==> src/design/boot_cmd_pkg.sv <==
package boot_cmd_pkg;

   // =====================================================
   // Link-type bytes
   localparam logic [7:0] MODE_ASYNC      = 8'h86;
   localparam logic [7:0] MODE_CLOCKED    = 8'h30;

   // =====================================================
   // Command codes
   localparam logic [7:0] CMD_RAM_XFER    = 8'h10;
   localparam logic [7:0] CMD_FLASH_SUM   = 8'h20;
   localparam logic [7:0] CMD_PROD_INFO   = 8'h30;
   localparam logic [7:0] CMD_ERASE       = 8'h40;
   localparam logic [7:0] ERASE_CONFIRM   = 8'h54;

   // =====================================================
   // Answer codes
   localparam logic [3:0] NAK_INVALID     = 4'h1;
   localparam logic [3:0] NAK_RX_ERROR    = 4'h8;
   localparam logic [7:0] ERASE_OK        = 8'h4F;
   localparam logic [7:0] ERASE_FAIL      = 8'h4C;

   // =====================================================
   // Product information first byte and tail, byte numbers as counted on the link
   localparam logic [6:0] INFO_FIRST_BYTE = 7'h05;
   localparam logic [6:0] INFO_BLK64_CNT  = 7'h53;
   localparam logic [6:0] INFO_SIZE128_2  = 7'h5A;
   localparam logic [6:0] INFO_LAST_DATA  = 7'h5C;
   localparam logic [6:0] INFO_CSUM_BYTE  = 7'h5D;
   localparam logic [7:0] BLK64_COUNT     = 8'h01;
   localparam logic [7:0] SIZE128_BYTE2   = 8'h01;

   // =====================================================
   // RAM window for downloaded code
   localparam logic [31:0] RAM_USER_BASE  = 32'h2000_0400;
   localparam logic [31:0] RAM_RSVD_LAST  = 32'h2000_03FF;

   // =====================================================
   // Handler states
   typedef enum logic [3:0] {
      ST_MODE      = 4'b0000,
      ST_MODE_ACK  = 4'b0001,
      ST_CMD       = 4'b0010,
      ST_CMD_ACK   = 4'b0011,
      ST_CONFIRM   = 4'b0100,
      ST_CONF_ACK  = 4'b0101,
      ST_ERASE     = 4'b0110,
      ST_ERASE_RES = 4'b0111,
      ST_INFO      = 4'b1000,
      ST_PASSWORD  = 4'b1001,
      ST_PW_ACK    = 4'b1010,
      ST_SUM       = 4'b1011,
      ST_SUM_TX    = 4'b1100,
      ST_DEAD      = 4'b1101
   } state_t;

endpackage

==> src/design/boot_serial_command_handler.sv <==
`timescale 1ns/10ps
module boot_serial_command_handler #(
   parameter int PW_BYTES = 12
) (
   // Clock and reset
   input  wire logic        clk,
   input  wire logic        rst,
   // Receiver
   input  wire logic        rx_valid,
   input  wire logic [7:0]  rx_data,
   input  wire logic        rx_error,
   input  wire logic        rate_ok,
   output wire logic        clocked_mode,
   // Transmitter
   output wire logic        tx_valid,
   output wire logic [7:0]  tx_data,
   input  wire logic        tx_ready,
   // Product information head (bytes 5-82)
   output wire logic [6:0]  info_index,
   input  wire logic [7:0]  info_head_byte,
   // Password store
   output wire logic [3:0]  pw_index,
   input  wire logic [7:0]  pw_stored,
   output wire logic        pw_error,
   // Flash engine
   output wire logic        erase_start,
   input  wire logic        erase_done,
   input  wire logic        erase_fail,
   output wire logic        security_flag,
   output wire logic        sum_start,
   input  wire logic        sum_done,
   input  wire logic [15:0] flash_sum,
   // RAM transfer hand-off
   output wire logic        ram_start,
   input  wire logic        ram_done,
   input  wire logic [31:0] ram_entry,
   output wire logic        run_user,
   output wire logic [31:0] run_addr
);
   initial begin
      if (PW_BYTES < 1 || PW_BYTES > 16) $error("password length unsupported");
   end

   // =====================================================
   // State
   boot_cmd_pkg::state_t state_q;
   boot_cmd_pkg::state_t state_d;
   logic        clocked_q;
   logic [7:0]  last_cmd_q;
   logic [7:0]  ack_q;
   logic [6:0]  byte_no_q;
   logic [4:0]  pw_cnt_q;
   logic        pw_bad_q;
   logic        rx_bad_q;
   logic        sec_q;
   logic        run_q;
   logic [31:0] run_addr_q;
   logic [15:0] sum_q;
   logic        sum_hi_q;

   // =====================================================
   // Decode
   wire        busy;
   wire        can_send    = !busy;
   wire        rx_err_eff  = rx_error && !clocked_q;
   wire        mode_ok     = rx_valid && rate_ok
                          && (rx_data == boot_cmd_pkg::MODE_ASYNC || rx_data == boot_cmd_pkg::MODE_CLOCKED);
   wire [7:0]  info_csum_neg;
   wire [7:0]  pw_sum_neg;
   wire        is_cmd_valid = (rx_data == boot_cmd_pkg::CMD_RAM_XFER)
                           || (rx_data == boot_cmd_pkg::CMD_FLASH_SUM)
                           || (rx_data == boot_cmd_pkg::CMD_PROD_INFO)
                           || (rx_data == boot_cmd_pkg::CMD_ERASE);
   wire [7:0]  nak_invalid = {rx_data[7:4], boot_cmd_pkg::NAK_INVALID};
   wire [7:0]  nak_rx_err  = {rx_data[7:4], boot_cmd_pkg::NAK_RX_ERROR};
   wire        ram_ok      = ram_entry >= boot_cmd_pkg::RAM_USER_BASE;
   wire        info_in_sum = byte_no_q <= boot_cmd_pkg::INFO_LAST_DATA;
   wire [7:0]  info_tail   = (byte_no_q == boot_cmd_pkg::INFO_BLK64_CNT) ? boot_cmd_pkg::BLK64_COUNT :
                             (byte_no_q == boot_cmd_pkg::INFO_SIZE128_2) ? boot_cmd_pkg::SIZE128_BYTE2 :
                             8'h00;
   wire [7:0]  info_byte   = (byte_no_q == boot_cmd_pkg::INFO_CSUM_BYTE) ? info_csum_neg :
                             (byte_no_q >= boot_cmd_pkg::INFO_BLK64_CNT) ? info_tail : info_head_byte;

   logic       load;
   logic [7:0] load_data;
   logic       sum_clear;
   logic       sum_add;
   logic       pw_clear;
   logic       pw_add;

   always_comb begin
      state_d   = state_q;
      load      = 1'b0;
      load_data = ack_q;
      sum_clear = 1'b0;
      sum_add   = 1'b0;
      pw_clear  = 1'b0;
      pw_add    = 1'b0;
      unique case (state_q)
         boot_cmd_pkg::ST_MODE: begin
            if (rx_valid && !rate_ok) begin
               state_d = boot_cmd_pkg::ST_DEAD;
            end else if (mode_ok) begin
               state_d = boot_cmd_pkg::ST_MODE_ACK;
            end
         end
         boot_cmd_pkg::ST_MODE_ACK: begin
            load = can_send;
            if (can_send) state_d = boot_cmd_pkg::ST_CMD;
         end
         boot_cmd_pkg::ST_CMD, boot_cmd_pkg::ST_CONFIRM: begin
            if (rx_valid) state_d = state_q == boot_cmd_pkg::ST_CMD ? boot_cmd_pkg::ST_CMD_ACK
                                                                   : boot_cmd_pkg::ST_CONF_ACK;
         end
         boot_cmd_pkg::ST_CMD_ACK: begin
            load = can_send;
            sum_clear = 1'b1;
            pw_clear  = 1'b1;
            if (can_send) begin
               if (rx_bad_q || ack_q[3:0] == boot_cmd_pkg::NAK_INVALID)
                  state_d = boot_cmd_pkg::ST_CMD;
               else if (last_cmd_q == boot_cmd_pkg::CMD_ERASE) state_d = boot_cmd_pkg::ST_CONFIRM;
               else if (last_cmd_q == boot_cmd_pkg::CMD_PROD_INFO) state_d = boot_cmd_pkg::ST_INFO;
               else if (last_cmd_q == boot_cmd_pkg::CMD_RAM_XFER) state_d = boot_cmd_pkg::ST_PASSWORD;
               else state_d = boot_cmd_pkg::ST_SUM;
            end
         end
         boot_cmd_pkg::ST_CONF_ACK: begin
            load = can_send;
            if (can_send) state_d = (ack_q == boot_cmd_pkg::ERASE_CONFIRM) ? boot_cmd_pkg::ST_ERASE
                                                                         : boot_cmd_pkg::ST_CMD;
         end
         boot_cmd_pkg::ST_ERASE: begin
            if (erase_done) state_d = boot_cmd_pkg::ST_ERASE_RES;
         end
         boot_cmd_pkg::ST_ERASE_RES: begin
            load = can_send;
            if (can_send) state_d = boot_cmd_pkg::ST_CMD;
         end
         boot_cmd_pkg::ST_INFO: begin
            load      = can_send;
            load_data = info_byte;
            sum_add   = can_send && info_in_sum;
            if (can_send && byte_no_q == boot_cmd_pkg::INFO_CSUM_BYTE) state_d = boot_cmd_pkg::ST_CMD;
         end
         boot_cmd_pkg::ST_PASSWORD: begin
            pw_add = rx_valid;
            if (rx_valid && pw_cnt_q == 5'(PW_BYTES)) state_d = boot_cmd_pkg::ST_PW_ACK;
         end
         boot_cmd_pkg::ST_PW_ACK: begin
            load = can_send;
            if (can_send) state_d = (ack_q == boot_cmd_pkg::CMD_RAM_XFER) ? boot_cmd_pkg::ST_DEAD
                                                                        : boot_cmd_pkg::ST_CMD;
         end
         boot_cmd_pkg::ST_SUM: begin
            if (sum_done) state_d = boot_cmd_pkg::ST_SUM_TX;
         end
         boot_cmd_pkg::ST_SUM_TX: begin
            load      = can_send;
            load_data = sum_hi_q ? sum_q[15:8] : sum_q[7:0];
            if (can_send && !sum_hi_q) state_d = boot_cmd_pkg::ST_CMD;
         end
         boot_cmd_pkg::ST_DEAD: begin
            state_d = boot_cmd_pkg::ST_DEAD;
         end
         default: state_d = boot_cmd_pkg::ST_DEAD;
      endcase
   end

   // =====================================================
   // Registers
   always_ff @(posedge clk or posedge rst) begin
      if (rst) begin
         state_q <= boot_cmd_pkg::ST_MODE;
      end else begin
         state_q <= state_d;
      end
   end

   always_ff @(posedge clk or posedge rst) begin
      if (rst) begin
         clocked_q  <= 1'b0;
         last_cmd_q <= 8'h00;
         ack_q      <= 8'h00;
         rx_bad_q   <= 1'b0;
      end else if (state_q == boot_cmd_pkg::ST_MODE && mode_ok) begin
         clocked_q <= rx_data == boot_cmd_pkg::MODE_CLOCKED;
         ack_q     <= rx_data;
      end else if ((state_q == boot_cmd_pkg::ST_CMD || state_q == boot_cmd_pkg::ST_CONFIRM) && rx_valid) begin
         rx_bad_q <= rx_err_eff;
         if (rx_err_eff) ack_q <= nak_rx_err;
         else if (state_q == boot_cmd_pkg::ST_CMD && is_cmd_valid) ack_q <= rx_data;
         else if (state_q == boot_cmd_pkg::ST_CONFIRM && rx_data == boot_cmd_pkg::ERASE_CONFIRM) ack_q <= rx_data;
         else ack_q <= nak_invalid;
         if (state_q == boot_cmd_pkg::ST_CMD) last_cmd_q <= rx_data;
      end else if (state_q == boot_cmd_pkg::ST_ERASE && erase_done) begin
         ack_q <= erase_fail ? boot_cmd_pkg::ERASE_FAIL : boot_cmd_pkg::ERASE_OK;
      end else if (state_q == boot_cmd_pkg::ST_PASSWORD && rx_valid && pw_cnt_q == 5'(PW_BYTES)) begin
         // Checksum byte completes the password sum to zero
         if (rx_bad_q || rx_err_eff) ack_q <= {last_cmd_q[7:4], boot_cmd_pkg::NAK_RX_ERROR};
         else if (pw_bad_q || rx_data != pw_sum_neg) ack_q <= {last_cmd_q[7:4], boot_cmd_pkg::NAK_INVALID};
         else ack_q <= boot_cmd_pkg::CMD_RAM_XFER;
      end else if (state_q == boot_cmd_pkg::ST_PASSWORD && rx_valid && rx_err_eff) begin
         rx_bad_q <= 1'b1;
      end
   end

   always_ff @(posedge clk or posedge rst) begin
      if (rst) begin
         byte_no_q <= boot_cmd_pkg::INFO_FIRST_BYTE;
         pw_cnt_q  <= 5'h00;
         pw_bad_q  <= 1'b0;
         sum_hi_q  <= 1'b1;
         sum_q     <= 16'h0000;
      end else begin
         if (pw_clear) byte_no_q <= boot_cmd_pkg::INFO_FIRST_BYTE;
         else if (sum_add || (load && state_q == boot_cmd_pkg::ST_INFO)) byte_no_q <= 7'(byte_no_q + 1'b1);
         if (pw_clear) pw_cnt_q <= 5'h00;
         else if (pw_add) pw_cnt_q <= 5'(pw_cnt_q + 1'b1);
         if (pw_clear) pw_bad_q <= 1'b0;
         else if (pw_add && pw_cnt_q < 5'(PW_BYTES) && rx_data != pw_stored) pw_bad_q <= 1'b1;
         if (state_q == boot_cmd_pkg::ST_SUM && sum_done) sum_q <= flash_sum;
         if (state_q == boot_cmd_pkg::ST_SUM) sum_hi_q <= 1'b1;
         else if (state_q == boot_cmd_pkg::ST_SUM_TX && can_send) sum_hi_q <= 1'b0;
      end
   end

   always_ff @(posedge clk or posedge rst) begin
      if (rst) begin
         sec_q <= 1'b0;
      end else if (state_q == boot_cmd_pkg::ST_ERASE && erase_done && !erase_fail) begin
         sec_q <= 1'b1;
      end
   end

   always_ff @(posedge clk or posedge rst) begin
      if (rst) begin
         run_q      <= 1'b0;
         run_addr_q <= 32'h0000_0000;
      end else if (ram_start && ram_done && ram_ok) begin
         run_q      <= 1'b1;
         run_addr_q <= ram_entry;
      end
   end

   // =====================================================
   // Children
   byte_sender u_sender (
      .clk       (clk),
      .rst       (rst),
      .load      (load),
      .load_data (load_data),
      .busy      (busy),
      .tx_valid  (tx_valid),
      .tx_data   (tx_data),
      .tx_ready  (tx_ready)
   );

   sum_accumulator #(.WIDTH(8)) u_info_sum (
      .clk      (clk),
      .rst      (rst),
      .clear    (sum_clear),
      .add      (sum_add),
      .add_data (info_byte),
      .sum      (),
      .sum_neg  (info_csum_neg)
   );

   sum_accumulator #(.WIDTH(8)) u_pw_sum (
      .clk      (clk),
      .rst      (rst),
      .clear    (pw_clear),
      .add      (pw_add && pw_cnt_q < 5'(PW_BYTES)),
      .add_data (rx_data),
      .sum      (),
      .sum_neg  (pw_sum_neg)
   );

   // Only sums leave, never raw flash
   assign info_index    = byte_no_q;
   assign pw_index      = pw_cnt_q[3:0];
   assign pw_error      = pw_bad_q;
   assign clocked_mode  = clocked_q;
   assign erase_start   = state_q == boot_cmd_pkg::ST_CONF_ACK && can_send && ack_q == boot_cmd_pkg::ERASE_CONFIRM;
   assign sum_start     = state_q == boot_cmd_pkg::ST_SUM;
   assign ram_start     = state_q == boot_cmd_pkg::ST_DEAD && ack_q == boot_cmd_pkg::CMD_RAM_XFER && !run_q;
   assign security_flag = sec_q;
   assign run_user      = run_q;
   assign run_addr      = run_addr_q;
endmodule // boot_serial_command_handler

==> src/design/byte_sender.sv <==
`timescale 1ns/10ps
// =====================================================
// Single-byte holding stage towards the serial transmitter
module byte_sender (
   // Clock and reset
   input  wire logic       clk,
   input  wire logic       rst,
   // From handler
   input  wire logic       load,
   input  wire logic [7:0] load_data,
   output wire logic       busy,
   // To transmitter
   output wire logic       tx_valid,
   output wire logic [7:0] tx_data,
   input  wire logic       tx_ready
);
   logic       full_q;
   logic [7:0] data_q;

   assign busy     = full_q;
   assign tx_valid = full_q;
   assign tx_data  = data_q;

   always_ff @(posedge clk or posedge rst) begin
      if (rst) begin
         full_q <= 1'b0;
         data_q <= 8'h00;
      end else if (load && !full_q) begin
         full_q <= 1'b1;
         data_q <= load_data;
      end else if (tx_ready) begin
         full_q <= 1'b0;
      end
   end
endmodule // byte_sender

==> src/design/sum_accumulator.sv <==
`timescale 1ns/10ps
// =====================================================
// Carry-dropping byte adder, also gives two's complement
module sum_accumulator #(
   parameter int WIDTH = 8
) (
   // Clock and reset
   input  wire logic             clk,
   input  wire logic             rst,
   // Control
   input  wire logic             clear,
   input  wire logic             add,
   input  wire logic [WIDTH-1:0] add_data,
   // Result
   output wire logic [WIDTH-1:0] sum,
   output wire logic [WIDTH-1:0] sum_neg
);
   logic [WIDTH-1:0] sum_q;

   initial begin
      if (WIDTH < 8) $error("sum width below one byte");
   end

   assign sum     = sum_q;
   assign sum_neg = WIDTH'(~sum_q + 1'b1);

   always_ff @(posedge clk or posedge rst) begin
      if (rst) begin
         sum_q <= '0;
      end else if (clear) begin
         sum_q <= '0;
      end else if (add) begin
         sum_q <= WIDTH'(sum_q + add_data);
      end
   end
endmodule // sum_accumulator

==> config.mk <==
export PLATFORM = sky130hd
export DESIGN_NAME = boot_serial_command_handler
export DESIGN_NICKNAME = d
export VERILOG_FILES = /design/src/design/boot_cmd_pkg.sv /design/src/design/boot_serial_command_handler.sv /design/src/design/byte_sender.sv /design/src/design/sum_accumulator.sv
export SDC_FILE = /design/constraint.sdc
export NUM_CORES = 1
export LEC_CHECK = 0
export CORE_AREA = 5 5 122 124
export CTS_CLUSTER_SIZE = 30
export DETAILED_ROUTE_END_ITERATION = 10
export DIE_AREA = 0 0 127 129
export DONT_BUFFER_PORTS = 1
export PLACE_DENSITY = 0.76
export SYNTH_ARGS = -nofsm -noshare
export SYNTH_HDL_FRONTEND = slang
export SYNTH_SLANG_ARGS = --single-unit
==> constraint.sdc <==
create_clock -name clk -period 10.2 [get_ports clk]
set_input_delay 2.04 -clock clk [delete_from_list [all_inputs] [get_ports clk]]
set_output_delay 2.04 -clock clk [all_outputs]
set_load 0.01 [all_outputs]
---- Word-level counts from Yosys, hierarchy flattened ----
Index checks and enable logic that the tools add are counted.
storage, ports and cells
  word-level logic and storage cells ...... 192
  output and inout port bits .............. 59
  register bits after elaboration ......... 111
  input port bits ......................... 82
operators by class
  equality and inequality tests ........... 44
  muxes and demuxes ....................... 58
  magnitude comparators ................... 4
  reductions and logical operators ........ 60
  bitwise operators ....................... 3
  $add $sub $neg .......................... 6
operator list
  cell                  count
  $mux 8                13
  $mux 4                18
  $pmux 4 s11           1
  $eq 8x7->1 const B    4
  $ge 32x30->1 const B  1
  $logic_and 1x1->1     29
  $eq 4x4->1 const B    6
  $eq 8x5->1 const B    3
  $eq 8x6->1 const B    3
  $ne 2x2->1 const B    11
  $eq 7x7->1 const B    3
  $add 8x1->8 const B   2
  $add 8x8->8           2
  $eq 4x3->1 const B    4
  $mux 1                16
  $ne 8x8->1            2
  $not 8->8             2
  $pmux 8 s2            1
  $reduce_bool 2->1     8
  $mux 7                2
  $reduce_and 11->1     1
  $mux 5                2
  $logic_or 1x1->1      9
  $eq 4x1->1 const B    2
  20 further kinds      30

---- Depth between registers and ports, before layout ----
  depth after elaboration ................. 10
  mapped depth ............................ 15
  mapped depth without buffers ............ 15

---- By module ----
From an unflattened synthesis, not the netlist that was laid out.
second synthesis, totals
  cells, all modules ...................... 669
  area total of the unflattened synthesis .. 6881.6 µm²
by module, submodules not included
  module                       instances  area an instance (µm²)  cells each  sequential area each (µm²)
  boot_serial_command_handler  1          4892.2                  474         2155.8
  sum_accumulator              2          802.0                   86          200.2
  byte_sender                  1          385.4                   23          225.2

---- Least setup slack after synthesis ----
Ideal clock, no wire load.
  path type ............................... input-to-reg
  start ................................... input port info_head_byte[0]
  end ..................................... register u_info_sum.sum_q[6] (netlist: u_info_sum.sum[6])
  arrival ................................. 3.762 ns
  path slack .............................. 6.343 ns
  data required time ...................... 10.104 ns
  setup time .............................. 0.096 ns
  path buffers ............................ 0
  cell stages on the path ................. 12
  cell sequence ........................... o21ai_0 a21oi_1 a211o_1 ha_1 inv_1 fa_1 nor2b_1 o21ai_0 a21boi_0 o21a_1 o21a_1 o31ai_1
on the way
  word-level cells in the longest chain between the ends .. 5
RTL lines
  what                  RTL line                           text
  start, declared       boot_serial_command_handler.sv:20  input wire logic [7:0] info_head_byte,
  $mux 8                boot_serial_command_handler.sv:82  (byte_no_q >= boot_cmd_pkg::INFO_BLK64_CNT) ? info_tail : info_head_byte;
  $mux 8                boot_serial_command_handler.sv:81  wire [7:0] info_byte = (byte_no_q == boot_cmd_pkg::INFO_CSUM_BYTE) ? info_csum_neg :
  $add 8x8->8           sum_accumulator.sv:33              sum_q <= WIDTH'(sum_q + add_data);
  $mux 8                sum_accumulator.sv:32              end else if (add) begin
  $mux 8                sum_accumulator.sv:30              end else if (clear) begin
  end signal, assigned  sum_accumulator.sv:33
  end, declared         sum_accumulator.sv:18              logic [WIDTH-1:0] sum_q;
No other way between the ends. The select of a mux whose other input is x is not followed.
A chain may end at the register's enable or synchronous reset.

---- Worst setup path after layout ----
  start ................................... register state_q[0]
  end ..................................... output port erase_start
on the way
  word-level cells in the longest chain between the ends .. 3
RTL lines
  what                             RTL line                            text
  start, declared                  boot_serial_command_handler.sv:46   boot_cmd_pkg::state_t state_q;
  start signal, assigned           boot_serial_command_handler.sv:174  state_q <= boot_cmd_pkg::ST_MODE;
  start signal, assigned           boot_serial_command_handler.sv:176  state_q <= state_d;
  $eq 4x3->1                       boot_serial_command_handler.sv:284  assign erase_start = state_q == boot_cmd_pkg::ST_CONF_ACK && can_send && ack_q == boot_cmd_pkg::ERASE_CONFIRM;
  $logic_and 1x1->1 (2 in series)  boot_serial_command_handler.sv:284
  end, declared                    boot_serial_command_handler.sv:26   output wire logic erase_start,
No other way between the ends.

==> impl_metrics.ini <==
[outcome]
outcome = completed

[critical_path]
required_ns = 8.16
arrival_ns = 2.11
start_kind = flip-flop
r2r_slack_ns = 6.93
crit_type = flip-flop to primary output
worst_path_largest_cell_delay_ns = 0.77
critPathCaptureType = primary output
crit_slowest_cell = dfrtp_1
cp_max_fo = 21
crit_chain = nand2b_1, nor3_1, nand3_1, nor2_1

[synthesis]
yosys_warnings = 0
synthesis.area_sq_mm = 0.00664
synth_edf_count = 0
synthFlopType = dfrtp_1
ys_seq_area_share_pct = 41.9
synthArstFlopShare_pct = 100
ys_seq_elements = 111
netlist_instances = 660
syn_avg_cell_area_sq_um = 10.1
syn-num-nets = 766
synth.distinct_cells = 78

[placed_design]
placedInstanceArea_sq_mm = 0.00669
portBuffers = 0
hpwl_microns = 12300
gp_congestion = 0.935
place_worst_setup_slack_ns = 6.11

[timing]
setup_viol = 0
rsz0062_at_grt = no
fin_worst_skew_ns = 0.00594
tns_ns = 0
period_minus_slack_ns = 4.15
slew_headroom_pct = 29.8
setup_ws_ns = 6.05
worstMarginPinSlew_ns = 1.05
fmax_mhz = 241
finalHoldViolCount = 0
slew_violations = 0
final.period_utilization_pct = 40.7

[clock_network]
clock_path_buffers = 2
cts_hold_buf = 0
cts_tree = built
clock_sink_count = 111
clkSlewWorstSetupHoldPaths_ns = 0.07
cts-htree-levels = 3
insertion_delay_ns = 0.35
cts_made_buffers = 9
postCtsSetupRepairBufs = 0
ctsResizeCount = 0
cts-root-buf = clkbuf_16

[min_path]
min_path_type = flip-flop to flip-flop

[power_and_ir_drop]
p_leak_nw = 3.13
vdd_ir_drop_max_mv = 0.102
power-per-cell-area_mw_per_mm2 = 235

[finish]
layout_common_cells = 108 x dfrtp_1, 42 x nor2_1, 40 x nand2_1
final_net_count = 748
drive_above_1_share_pct = 10.8
final_common_cell = dfrtp_1
diodes = 0
finalInstanceArea_sq_mm = 0.00695
area_growth_pct = 4.61

[global_route]
antenna_found_initial = 0
grt_overflow_total = 0
grt_util_all_layers_pct = 20.6
grt_pass1_wl_microns = 27200
grt_pass1_vias = 5223
grt_max_degree = 77

[die]
ioPinCount = 141
die_x_microns = 127
die_area_sq_mm = 0.0164
rows = 43
die_y_microns = 129
start_util_pct = 48.6
core_area_sq_mm = 0.0137

[detailed_routing]
vias = 5147
ant_nets = 0
wl_microns = 16400
vias_per_cell = 6.23
drc = 0
detail_route.wl_per_cell_microns = 19.9
drtIter0Drc = 458
firstDrtPassIters = 6

[flow_run]
maxCapViolCount = 0
## where the power goes
part           internal (W)  total [W]  switching [W]  leakage [nW]
combinational      0.000276   0.000582       0.000306          1.53
sequential         0.000558   0.000726       0.000168          1.46
clock              0.000171   0.000325       0.000154         0.133
total               0.00101    0.00163       0.000628          3.13
## stage by stage
stage               cells  util, %  power [W]  hold WS, ns
floorplan             660        -    0.00117        0.442
global placement      811     48.9    0.00127        0.464
detailed placement    811     48.9    0.00130        0.468
CTS                   826     50.9    0.00164        0.484
global route          826     50.9    0.00176        0.519
finish                826     50.9    0.00163        0.488
## critical path: cells and delay by family (launching register included)
kind | cells | cell delay, ns
flops | 1 | 0.77
simple gates | 4 | 0.99
## synthesized netlist by cell type, types with 7 or more instances
cell,count,share of area [%]
dfrtp_1,108,41
ha_1,22,4.1
a22oi_1,7,0.79
nand3_1,22,1.7
xor2_1,20,2.6
nand2_1,40,2.3
a21oi_1,25,1.9
o31ai_1,8,0.90
nand4_1,14,1.3
o21a_1,9,1.0
nor2b_1,10,0.94
buf_4,8,0.90
clkbuf_1,14,0.79
or3_1,7,0.66
mux2_2,32,5.4
o21ai_0,39,2.9
nor3_1,19,1.4
inv_1,40,2.3
xnor2_1,19,2.5
nor2_1,42,2.4
mux2_1,30,5.1
nor4_1,7,0.66
## metal layers
layer / up-vias / part of all wire, % / track usage, %
met5: - / 0 / 0
met4: 0 / 2.3 / 7.63
met3: 32 / 7.8 / 5.52
met2: 209 / 50 / 34.8
met1: 2558 / 40 / 25.5
li1: 2348 / - / -
## layout make-up
class	count	area (sq um)
clock inverter	3	18.8
inverter	40	153
tap	180	225
fill	1219	6720
clock buffer	12	246
timing repair buffer	1	7.51
sequential	111	2780
multi-input combinational	479	3520
## cells by family (layout without fill, tap and decap cells)
kind of cell,count (synthesis),count (layout),synth area share [%]
and+or+nand+nor,204,204,16.9
AOI/OAI and AO/OA,147,147,14.9
DFF,111,111,41.9
buffers and inverters,70,56,5.25
muxes,64,64,10.8
xor gates and xnor gates,40,40,5.48
adders and majority gates,24,24,4.75
## registers in the layout, indices dropped and copies added, names as in the netlist
signal and cells:
sum_q 16, info_index 7, last_cmd_q 8, ack_q 8, u_sender.busy 1, rx_bad_q 1, sum_hi_q 1, pw_error 1
run_addr 32, u_sender.tx_data 8, state_q 4, u_pw_sum.sum 8, pw_cnt_q 5, u_info_sum.sum 8, clocked_mode 1, security_flag 1
run_user 1
## worst paths after layout
path / from / endpoint / depth (start not counted)
hold reg to reg: last_cmd_q[1] / last_cmd_q[1] / 2
min in group asynchronous: rst / sum_q[14] / 1
setup / recovery: state_q[0] / erase_start / 4
max in group asynchronous: rst / pw_cnt_q[2] / 2
setup reg to reg: info_index[0] / u_info_sum.sum[7] / 13
hold / removal: last_cmd_q[1] / last_cmd_q[1] / 2
Power figures use the tool's default switching activity.
